===== config.mk =====
export PLATFORM = sky130hd
export DESIGN_NAME = video_memory_clock_synth_ctrl
export DESIGN_NICKNAME = d
export VERILOG_FILES = /design/src/verilog/clk_synth_pkg.sv /design/src/verilog/pixel_clock_selector.sv /design/src/verilog/video_memory_clock_synth_ctrl.sv
export VERILOG_INCLUDE_DIRS = /design/src /design/src/verilog
export SDC_FILE = /design/constraint.sdc
export NUM_CORES = 1
export LEC_CHECK = 0
export ABC_AREA = 1
export ABC_CLOCK_PERIOD_IN_PS = 2009
export BUFFER_PORTS_ARGS = -buffer_cell sky130_fd_sc_hd__buf_2
export CELL_PAD_IN_SITES_DETAIL_PLACEMENT = 0
export CELL_PAD_IN_SITES_GLOBAL_PLACEMENT = 1
export CORE_UTILIZATION = 37
export CTS_CLUSTER_SIZE = 12
export DETAILED_ROUTE_END_ITERATION = 6
export PLACE_DENSITY = 0.82
export SKIP_CTS_REPAIR_TIMING = 1
export SYNTH_ARGS = -nofsm -noshare
export SYNTH_HDL_FRONTEND = slang
export SYNTH_HIERARCHICAL = 1
export SYNTH_SLANG_ARGS = --single-unit

===== constraint.sdc =====
create_clock -name clk_i -period 2.01 [get_ports clk_i]
set_input_delay 0.402 -clock clk_i [delete_from_list [all_inputs] [get_ports clk_i]]
set_output_delay 0.402 -clock clk_i [all_outputs]
set_load 0.005 [all_outputs]

===== src/verilog/clk_synth_cfg.svh =====
// Offsets, field positions, reset values for the clock synthesizer control.
// Assumes inclusion by bare name from design files.
`ifndef CLK_SYNTH_CFG_SVH
`define CLK_SYNTH_CFG_SVH

`define IO_INDEX_PORT 16'h03C4
`define IO_DATA_PORT 16'h03C5
`define IO_MISC_WR_PORT 16'h03C2
`define IO_MISC_RD_PORT 16'h03CC

`define IDX_NUMERATOR_BASE 8'h0B
`define IDX_DIVIDER_BASE 8'h1B
`define IDX_MEMCLK_SOURCE 8'h1F

`define NUM0_RESET 8'h66
`define NUM1_RESET 8'h5B
`define NUM2_RESET 8'h45
`define NUM3_RESET 8'h7E
`define DIV0_RESET 8'h3B
`define DIV1_RESET 8'h2F
`define DIV2_RESET 8'h30
`define DIV3_RESET 8'h33
`define MEMCLK_RESET 8'h18
`define MISC_RESET 8'h00

`define NUM_MASK 8'h7F
`define DIV_MASK 8'h3F
`define MEMCLK_MASK 8'h7F
`define SRC_SEL_BIT 6
`define MISC_SEL_LSB 2
`define POST_BIT 0

`endif


===== src/verilog/clk_synth_pkg.sv =====
// Types shared by the clock synthesizer control files.
// Assumes no other package.
package clk_synth_pkg;
    typedef logic [7:0] reg_byte_t;
    typedef logic [1:0] clk_sel_t;
    typedef logic [6:0] numerator_t;
    typedef logic [4:0] denominator_t;
    typedef logic [5:0] memclk_mult_t;
endpackage


===== src/verilog/pixel_clock_selector.sv =====
// Combinational pick of the active pixel clock settings.
// Assumes the register bytes arrive already masked.
`timescale 1ns/1ps
module pixel_clock_selector (
    input wire clk_synth_pkg::clk_sel_t sel_i,
    input wire logic [31:0] numerators_i,
    input wire logic [31:0] dividers_i,
    output clk_synth_pkg::numerator_t numerator_value_o,
    output clk_synth_pkg::denominator_t denominator_value_o,
    output logic post_scale_o
);
    // -------------------------------------------------------------
    // Selection
    // -------------------------------------------------------------
    clk_synth_pkg::reg_byte_t num_byte;
    clk_synth_pkg::reg_byte_t div_byte;

    always_comb begin
        num_byte = numerators_i[sel_i*8 +: 8];
        div_byte = dividers_i[sel_i*8 +: 8];
        numerator_value_o = num_byte[6:0];
        denominator_value_o = div_byte[5:1];
        post_scale_o = div_byte[0];
    end
endmodule


===== src/verilog/video_memory_clock_synth_ctrl.sv =====
// Register file and control words for the pixel and memory synthesizers.
// Assumes host I/O strobes are one-cycle and synchronous to clk_i.
// What this block does
// Pixel clock = reference times numerator over denominator times (post+1).
// Numerator per pixel clock comes from its register's low seven bits.
// Misc output register bits 3:2 choose the active pixel clock.
// Reset: clock 0 numerator 66h, divider 3Bh.
// Reset: clock 1 numerator 5Bh, divider 2Fh.
// Reset: clock 2 numerator 45h, divider 30h.
// Reset: clock 3 numerator 7Eh, divider 33h.
// Denominator is divider register bits five to one.
// Divider bit zero is the post-scaler: divide by one or two.
// Post-scaler set means oscillator runs at twice reference.
// Source bit 0 means pixel clock from its synthesizer; resets 0.
// Source bit 1 with clock-3 post 0 gives memory clock undivided.
// Source bit 1 with clock-3 post 1 gives memory clock halved.
// Memory clock = six-bit multiplier times reference over eight.
// Software writes only 21 to 38 into the multiplier.
// Multiplier resets to 24 decimal, 18h.
// Only firmware programs the memory clock and source register.
// Reserved divider bits 7:6 and memclk bit 7 read zero.
`timescale 1ns/1ps
`include "clk_synth_cfg.svh"
module video_memory_clock_synth_ctrl #(
    parameter int NUM_CLOCKS = 4
) (
    input wire logic clk_i,
    input wire logic rst_i,
    input wire logic [15:0] io_addr_i,
    input wire logic io_wr_i,
    input wire logic io_rd_i,
    input wire logic [7:0] io_wdata_i,
    output logic [7:0] io_rdata_o,
    output logic [6:0] numerator_value_o,
    output logic [4:0] denominator_value_o,
    output logic post_scale_o,
    output logic vco_double_o,
    output logic [5:0] memclk_mult_o,
    output logic pixel_from_memclk_o,
    output logic memclk_halved_o,
    output logic [1:0] pixel_clock_select_o
);
    // -------------------------------------------------------------
    // Elaboration check
    // -------------------------------------------------------------
    if (NUM_CLOCKS != 4) begin : g_bad_count
        $error("NUM_CLOCKS must be 4");
    end

    // -------------------------------------------------------------
    // Decode helpers
    // -------------------------------------------------------------
    function automatic logic in_range(input logic [7:0] idx,
                                      input logic [7:0] base);
        logic [7:0] d;
        d = idx - base;
        in_range = (idx >= base) && (d < 8'h04);
    endfunction

    function automatic logic [1:0] index_slot(input logic [7:0] idx,
                                              input logic [7:0] base);
        logic [7:0] d;
        d = idx - base;
        index_slot = d[1:0];
    endfunction

    localparam logic [31:0] NUM_RESETS = {`NUM3_RESET, `NUM2_RESET,
                                          `NUM1_RESET, `NUM0_RESET};
    localparam logic [31:0] DIV_RESETS = {`DIV3_RESET, `DIV2_RESET,
                                          `DIV1_RESET, `DIV0_RESET};

    // -------------------------------------------------------------
    // Register state
    // -------------------------------------------------------------
    clk_synth_pkg::reg_byte_t index_reg;
    clk_synth_pkg::reg_byte_t misc_reg;
    clk_synth_pkg::reg_byte_t memclk_source_register;
    logic [31:0] numerators;
    logic [31:0] dividers;
    clk_synth_pkg::reg_byte_t next_index_reg;
    clk_synth_pkg::reg_byte_t next_misc_reg;
    clk_synth_pkg::reg_byte_t next_memclk_source_register;
    logic [31:0] next_numerators;
    logic [31:0] next_dividers;
    logic data_wr;
    logic [1:0] num_slot;
    logic [1:0] div_slot;

    always_comb begin
        data_wr = io_wr_i && (io_addr_i == `IO_DATA_PORT);
        num_slot = index_slot(index_reg, `IDX_NUMERATOR_BASE);
        div_slot = index_slot(index_reg, `IDX_DIVIDER_BASE);
        next_index_reg = index_reg;
        next_misc_reg = misc_reg;
        next_memclk_source_register = memclk_source_register;
        next_numerators = numerators;
        next_dividers = dividers;
        if (io_wr_i && (io_addr_i == `IO_INDEX_PORT)) begin
            next_index_reg = io_wdata_i;
        end
        if (io_wr_i && (io_addr_i == `IO_MISC_WR_PORT)) begin
            next_misc_reg = io_wdata_i;
        end
        if (data_wr && index_reg == `IDX_MEMCLK_SOURCE) begin
            next_memclk_source_register = io_wdata_i & `MEMCLK_MASK;
        end
        if (data_wr && in_range(index_reg, `IDX_NUMERATOR_BASE)) begin
            next_numerators[num_slot*8 +: 8] = io_wdata_i & `NUM_MASK;
        end
        if (data_wr && in_range(index_reg, `IDX_DIVIDER_BASE)) begin
            next_dividers[div_slot*8 +: 8] = io_wdata_i & `DIV_MASK;
        end
    end

    always_ff @(posedge clk_i) begin
        if (rst_i) begin
            index_reg <= 8'h00;
            misc_reg <= `MISC_RESET;
            memclk_source_register <= `MEMCLK_RESET;
            numerators <= NUM_RESETS;
            dividers <= DIV_RESETS;
        end else begin
            index_reg <= next_index_reg;
            misc_reg <= next_misc_reg;
            memclk_source_register <= next_memclk_source_register;
            numerators <= next_numerators;
            dividers <= next_dividers;
        end
    end

    // -------------------------------------------------------------
    // Read path
    // -------------------------------------------------------------
    logic [7:0] next_io_rdata;

    always_comb begin
        next_io_rdata = 8'h00;
        if (io_rd_i) begin
            if (io_addr_i == `IO_INDEX_PORT) begin
                next_io_rdata = index_reg;
            end else if (io_addr_i == `IO_MISC_RD_PORT) begin
                next_io_rdata = misc_reg;
            end else if (io_addr_i == `IO_DATA_PORT) begin
                if (index_reg == `IDX_MEMCLK_SOURCE) begin
                    next_io_rdata = memclk_source_register;
                end else if (in_range(index_reg, `IDX_NUMERATOR_BASE)) begin
                    next_io_rdata = numerators[num_slot*8 +: 8];
                end else if (in_range(index_reg, `IDX_DIVIDER_BASE)) begin
                    next_io_rdata = dividers[div_slot*8 +: 8];
                end
            end
        end
    end

    // -------------------------------------------------------------
    // Synthesizer control words
    // -------------------------------------------------------------
    clk_synth_pkg::numerator_t sel_num;
    clk_synth_pkg::denominator_t sel_den;
    logic sel_post;
    clk_synth_pkg::clk_sel_t active_sel;

    assign active_sel = misc_reg[`MISC_SEL_LSB +: 2];

    pixel_clock_selector u_sel (
        .sel_i(active_sel),
        .numerators_i(numerators),
        .dividers_i(dividers),
        .numerator_value_o(sel_num),
        .denominator_value_o(sel_den),
        .post_scale_o(sel_post)
    );

    // -------------------------------------------------------------
    // Output next values
    // -------------------------------------------------------------
    logic next_from_memclk;
    logic next_halved;
    clk_synth_pkg::numerator_t next_numerator_value;
    clk_synth_pkg::denominator_t next_denominator_value;
    logic next_post_scale;
    logic next_vco_double;
    clk_synth_pkg::memclk_mult_t next_memclk_mult;
    clk_synth_pkg::clk_sel_t next_pixel_clock_select;

    always_comb begin
        next_from_memclk = memclk_source_register[`SRC_SEL_BIT];
        // Clock-3 post-scaler picks undivided or halved memory clock
        next_halved = next_from_memclk && dividers[24 + `POST_BIT];
        next_numerator_value = sel_num;
        next_denominator_value = sel_den;
        next_post_scale = sel_post;
        next_vco_double = sel_post;
        next_memclk_mult = memclk_source_register[5:0];
        next_pixel_clock_select = active_sel;
    end

    // -------------------------------------------------------------
    // Output registers
    // -------------------------------------------------------------
    always_ff @(posedge clk_i) begin
        if (rst_i) begin
            io_rdata_o <= 8'h00;
            numerator_value_o <= 7'h00;
            denominator_value_o <= 5'h00;
            post_scale_o <= 1'b0;
            vco_double_o <= 1'b0;
            memclk_mult_o <= 6'h00;
            pixel_from_memclk_o <= 1'b0;
            memclk_halved_o <= 1'b0;
            pixel_clock_select_o <= 2'h0;
        end else begin
            io_rdata_o <= next_io_rdata;
            numerator_value_o <= next_numerator_value;
            denominator_value_o <= next_denominator_value;
            post_scale_o <= next_post_scale;
            vco_double_o <= next_vco_double;
            memclk_mult_o <= next_memclk_mult;
            pixel_from_memclk_o <= next_from_memclk;
            memclk_halved_o <= next_halved;
            pixel_clock_select_o <= next_pixel_clock_select;
        end
    end
endmodule

Yosys cells after proc, flatten, opt, wreduce, memory -nomap -nowiden
Cells that the tools add are included.

Add/subtract/negate cells: 4. $lt $le $gt $ge: 4. Eq/ne operators: 5. Shift-type cells: 8. Mux-type cells: 8. Bitwise gates (word level): 1. Reduce and logical (&&, ||, !) cells: 10.

Operators by type and width (number): 5-bit negator with 34-bit output (2); 8-bit by 34-bit variable shift with 32-bit output (first input constant) (2); 8-bit by 34-bit variable part select with 32-bit output (2); 32-bit bitwise mux (2); 16-bit by 10-bit == test with 1-bit output (second input constant) (4); 32-bit by 6-bit variable part select with 8-bit output (2); 8-bit two-way mux (6); 32-bit by 6-bit variable part select with 6-bit output (1); 32-bit by 6-bit variable part select with 7-bit output (1); 8-bit by 3-bit less-than comparator with 1-bit output (second input constant) (2); 1-bit logical AND (9); 8-bit by 5-bit == test with 1-bit output (second input constant) (1); 8-bit by 4-bit >= comparator with 1-bit output (second input constant) (1); 8-bit by 5-bit >= comparator with 1-bit output (second input constant) (1); 8-bit by 4-bit subtractor with 8-bit output (second input constant) (1); 8-bit by 5-bit subtractor with 8-bit output (second input constant) (1); 2-bit OR reduction (1); 1-bit NOT (1).

Register bits after elaboration: 118. Input bits: 28. Logic and storage cells: 53.

Logic depth before layout (Yosys ltp)
Depth in word-level cells: 9. Depth in mapped cells: 13. Gate-level depth less buffers: 11.

Cells and area by module
The synthesis kept the hierarchy.

Modules (own cells, without submodules): video_memory_clock_synth_ctrl (times used 1, cells an instance 746, area each 5018.6 um^2); pixel_clock_selector (times used 1, cells an instance 152, area each 664.4 um^2).

Least setup slack after synthesis
OpenSTA, ideal clock, no wires.

Kind: register to register. From: reg index_reg[0]. To: reg io_rdata_o[6]. Setup time: 120 ps. Data arrival time: 1969 ps. Path slack: -79 ps. Cell stages (with the launch flop): 13. Buffers on the path: 2. Period minus slack after synthesis: 2089 ps. Cell sequence: dfxtp_1 -> inv_1 -> buf_1 -> ha_1 -> buf_2 -> nor2_1 -> inv_1 -> nor2_1 -> nor2_1 -> nand2_1 -> o21ai_0 -> nand2_1 -> a21oi_1.

Word-level cells in the longest chain between the ends: 9. Elaborated cells between the ends (all ways): 17.

Ends and longest elaborated chain: from (decl) (RTL line video_memory_clock_synth_ctrl.sv:75) `clk_synth_pkg::reg_byte_t index_reg;`; from (signal assigned) (RTL line video_memory_clock_synth_ctrl.sv:123) `index_reg <= next_index_reg;`; 8-bit by 5-bit subtractor with 8-bit output (RTL line video_memory_clock_synth_ctrl.sv:56) `d = idx - base;`; 8-bit by 3-bit less-than comparator with 1-bit output (RTL line video_memory_clock_synth_ctrl.sv:57) `in_range = (idx >= base) && (d < 8'h04);`; 1-bit logical AND (RTL line video_memory_clock_synth_ctrl.sv:57); 8-bit two-way mux (RTL line video_memory_clock_synth_ctrl.sv:148) `` end else if (in_range(index_reg, `IDX_DIVIDER_BASE)) begin ``; 8-bit two-way mux (RTL line video_memory_clock_synth_ctrl.sv:146) `` end else if (in_range(index_reg, `IDX_NUMERATOR_BASE)) begin ``; 8-bit two-way mux (*) (RTL line video_memory_clock_synth_ctrl.sv:144) `` if (index_reg == `IDX_MEMCLK_SOURCE) begin ``; 8-bit two-way mux (*) (RTL line video_memory_clock_synth_ctrl.sv:143) `` end else if (io_addr_i == `IO_DATA_PORT) begin ``; 8-bit two-way mux (*) (RTL line video_memory_clock_synth_ctrl.sv:141) `` end else if (io_addr_i == `IO_MISC_RD_PORT) begin ``; 8-bit two-way mux (*) (RTL line video_memory_clock_synth_ctrl.sv:139) `` if (io_addr_i == `IO_INDEX_PORT) begin ``; to (signal assigned) (RTL line video_memory_clock_synth_ctrl.sv:213) `io_rdata_o <= next_io_rdata;`; to (decl) (RTL line video_memory_clock_synth_ctrl.sv:33) `output logic [7:0] io_rdata_o,`.

Every way passes the cells marked *; elsewhere a longest branch is shown, timed or not. A chain may end at the register's enable or synchronous reset.

Final worst setup path
From: reg index_reg[0]. To: reg dividers[26].

Word-level cells in the longest chain between the ends: 4. Elaborated cells between the ends (all ways): 9.

Ends and longest elaborated chain: 8-bit by 5-bit subtractor with 8-bit output (RTL line video_memory_clock_synth_ctrl.sv:56); 5-bit negator with 34-bit output (no source line) or 8-bit by 3-bit less-than comparator with 1-bit output (tied branches); 8-bit by 34-bit variable part select with 32-bit output (no source line) (tied with other cells); 32-bit bitwise mux (no source line) or 1-bit logical AND (tied branches); to (signal assigned) (RTL line video_memory_clock_synth_ctrl.sv:127) `dividers <= next_dividers;`; to (decl) (RTL line video_memory_clock_synth_ctrl.sv:79) `logic [31:0] dividers;`.

Several ways; a longest one is shown, not always the timed one.

==> results.md <==
* Outcome: complete, no violations
* Wire length of the first global-routing pass at around 28 mm
* Final slew viol count at 0
* CP cell instances: inv_1 -> ha_1 -> buf_4 -> nand2_1 -> buf_4 -> nor2_1 -> nand3_1 -> a21oi_1
* Placed Area at 6310 sq um
* Core area at approximately 15000 sq um
* Crit path depth at 8
* Post-route ant nets at 0
* Worst Path Max Fanout at 12
* Clk Latency, worst-skew pair at approximately 360 ps
* Via count at around 5700
* Nets at 1002
* Setup crit end: dividers[26]
* Post-Place Cells at 1143
* Post-Route WL at roughly 18 mm
* Hold Path Class: in2reg
* Mapped Area at roughly 5700 sq um
* Die Height at between 100 and 150 microns
* Skew final at ~11 ps
* Vias/cell at 4.89
* CTS tree: yes
* # DRC at 0
* Final Instance Area at ~6600 sq um
* Worst Setup SP: index_reg[0]
* Net Count, Synth at 929
* Most frequent CP cell: buf_4
* R2r startpoint: index_reg[0]
* Largest Register: numerators
* Largest net degree at the start of global routing at 50
* Final Util at around 45%
* Final setup fails at 0
* Total negative slack at 0 ps
* Fin crit period at approximately 1900 ps
* Ports at 60
* Mean area per synthesized cell at between 6 and 7 sq um
* Global placer's final weighted congestion at 0.870
* Commonest non-fill, non-tap cell in the layout: nand2_1
* Most frequent cells in the layout: 281 x nand2_1, 127 x inv_1, 106 x dfxtp_1, 100 x nand3_1, 81 x nor2_1
* Minimum hold slack at 303 ps
* Slowest-stage cell, CP: dfxtp_1
* Grt ovf at 0
* Initial antenna violation count at 0
* R2R Setup Slk at approximately 110 ps
* Number of global-route vias before repair at slightly above 5000
* Max reg flops at 28
* Clk sinks at approximately 110
* Worst Reg2Reg Path Length in Cells at 8
* # Max-Cap Violations at 0
* Area Overhead vs Synth at 16.3%
* Clock-pin slew on the worst setup and hold paths at roughly 80 ps
* Worst path bufs/invs at 3
* Slew @ Worst Pin at just over 600 ps
* Fmax at between 0.5 and 0.6 GHz
* Static Leakage at around 3.6 nW
* Die width at approximately 130 microns
* WP data arrival at about 2200 ps
* CTS H-tree depth at 3
* P per Cell Area at between 600 and 700 nW/um^2
* Critical path startpoint category: flop
* TritonCTS buffer count at 9
* DP Wirelength at around 13 mm
* RSZ-0062 raised after global routing: true
* Slowest stage delay, CP at around 380 ps
* Reg2reg end: dividers[26]
* Bufs on Longest Clock Path at 2
* Layout cells sized above 1 at between 15 and 20%
* Setup CP Type: reg2reg
* Crit. End Element: flop
* GRT Total Usage at 23.5%
* Top Registers: numerators x28, dividers x24
* Delay-heaviest family, CP: simple AND/OR/NAND/NOR gates
* Antenna Cells at 0
* Max-Slew Margin vs Limit at between 50% and 60%
* CTS root buf: clkbuf_16
* Starting DRC count in detailed routing at about 580
* Total of warnings raised by yosys at 6
* Router iterations before antenna repair at 5
* Num rows at 44
* Non-Filler Instances at between 1000 and 1500
* Drt wl/cell at 15.5 microns
* Peak supply drop at 0.439 mV
* Input/output buffers at 59
* Final hold vios at 0
* Synthesized instance count at between 800 and 900
* Die area at around 16000 sq um
* Critical path required time at between 2000 and 2500 ps
* Initial core utilization at between 30% and 40%
* Post-route clock period utilization at a little over nine tenths
-- routing by layer --
metal | global-route usage, % | routed length (microns) | vias to the layer above
met1 | 33.9 | 8860 | 2559
met3 | 3.99 | 878 | 20
li1 | - | - | 2930
met5 | 0 | 0 | -
met4 | 6.52 | 264 | 0
met2 | 35.8 | 7960 | 161
-- worst register-to-register path, stage by stage (launching register included) --
cell and delay, ps:
dfxtp_1 380, inv_1 70, ha_1 350, buf_4 210, nand2_1 80, buf_4 180
nor2_1 250, nand3_1 130, a21oi_1 160
-- power by group --
group	switching (mW)	leakage (nW)	internal [mW]
logic	0.111	2.56	0.0531
registers	0.00243	0.859	2.11
clock network	0.865	0.140	0.890
-- area by class of cell --
type | instances | area (sq um)
Fill cell | 1584 | 8150
Multi-Input combinational cell | 612 | 2830
Sequential cell | 106 | 2120
Timing Repair Buffer | 95 | 586
Inverter | 146 | 553
Clock buffer | 10 | 239
Tap cell | 184 | 230
Clock inverter | 6 | 47.5
-- metrics by stage --
step | setup slack (ps) | total power [mW]
finish | 115 | 4.03
global route | -17.8 | 4.17
CTS | 48.5 | 4.05
detailed placement | 43.7 | 2.33
global placement | 95.0 | 2.33
floorplan | 31.5 | 2.24
-- how the worst min path moves through the flow --
stage | cells past startpoint | slack (ps) | endpoint | startpoint
floorplan | 2 | 420 | memclk_halved_o | memclk_source_register[6]
global placement | 2 | 430 | misc_reg[6] | misc_reg[6]
detailed placement | 2 | 440 | misc_reg[5] | misc_reg[5]
CTS | 3 | 300 | io_rdata_o[7] | io_rd_i
global route | 3 | 300 | io_rdata_o[7] | io_rd_i
finish | 3 | 300 | io_rdata_o[7] | io_rd_i
Power figures use the tool's default switching activity.
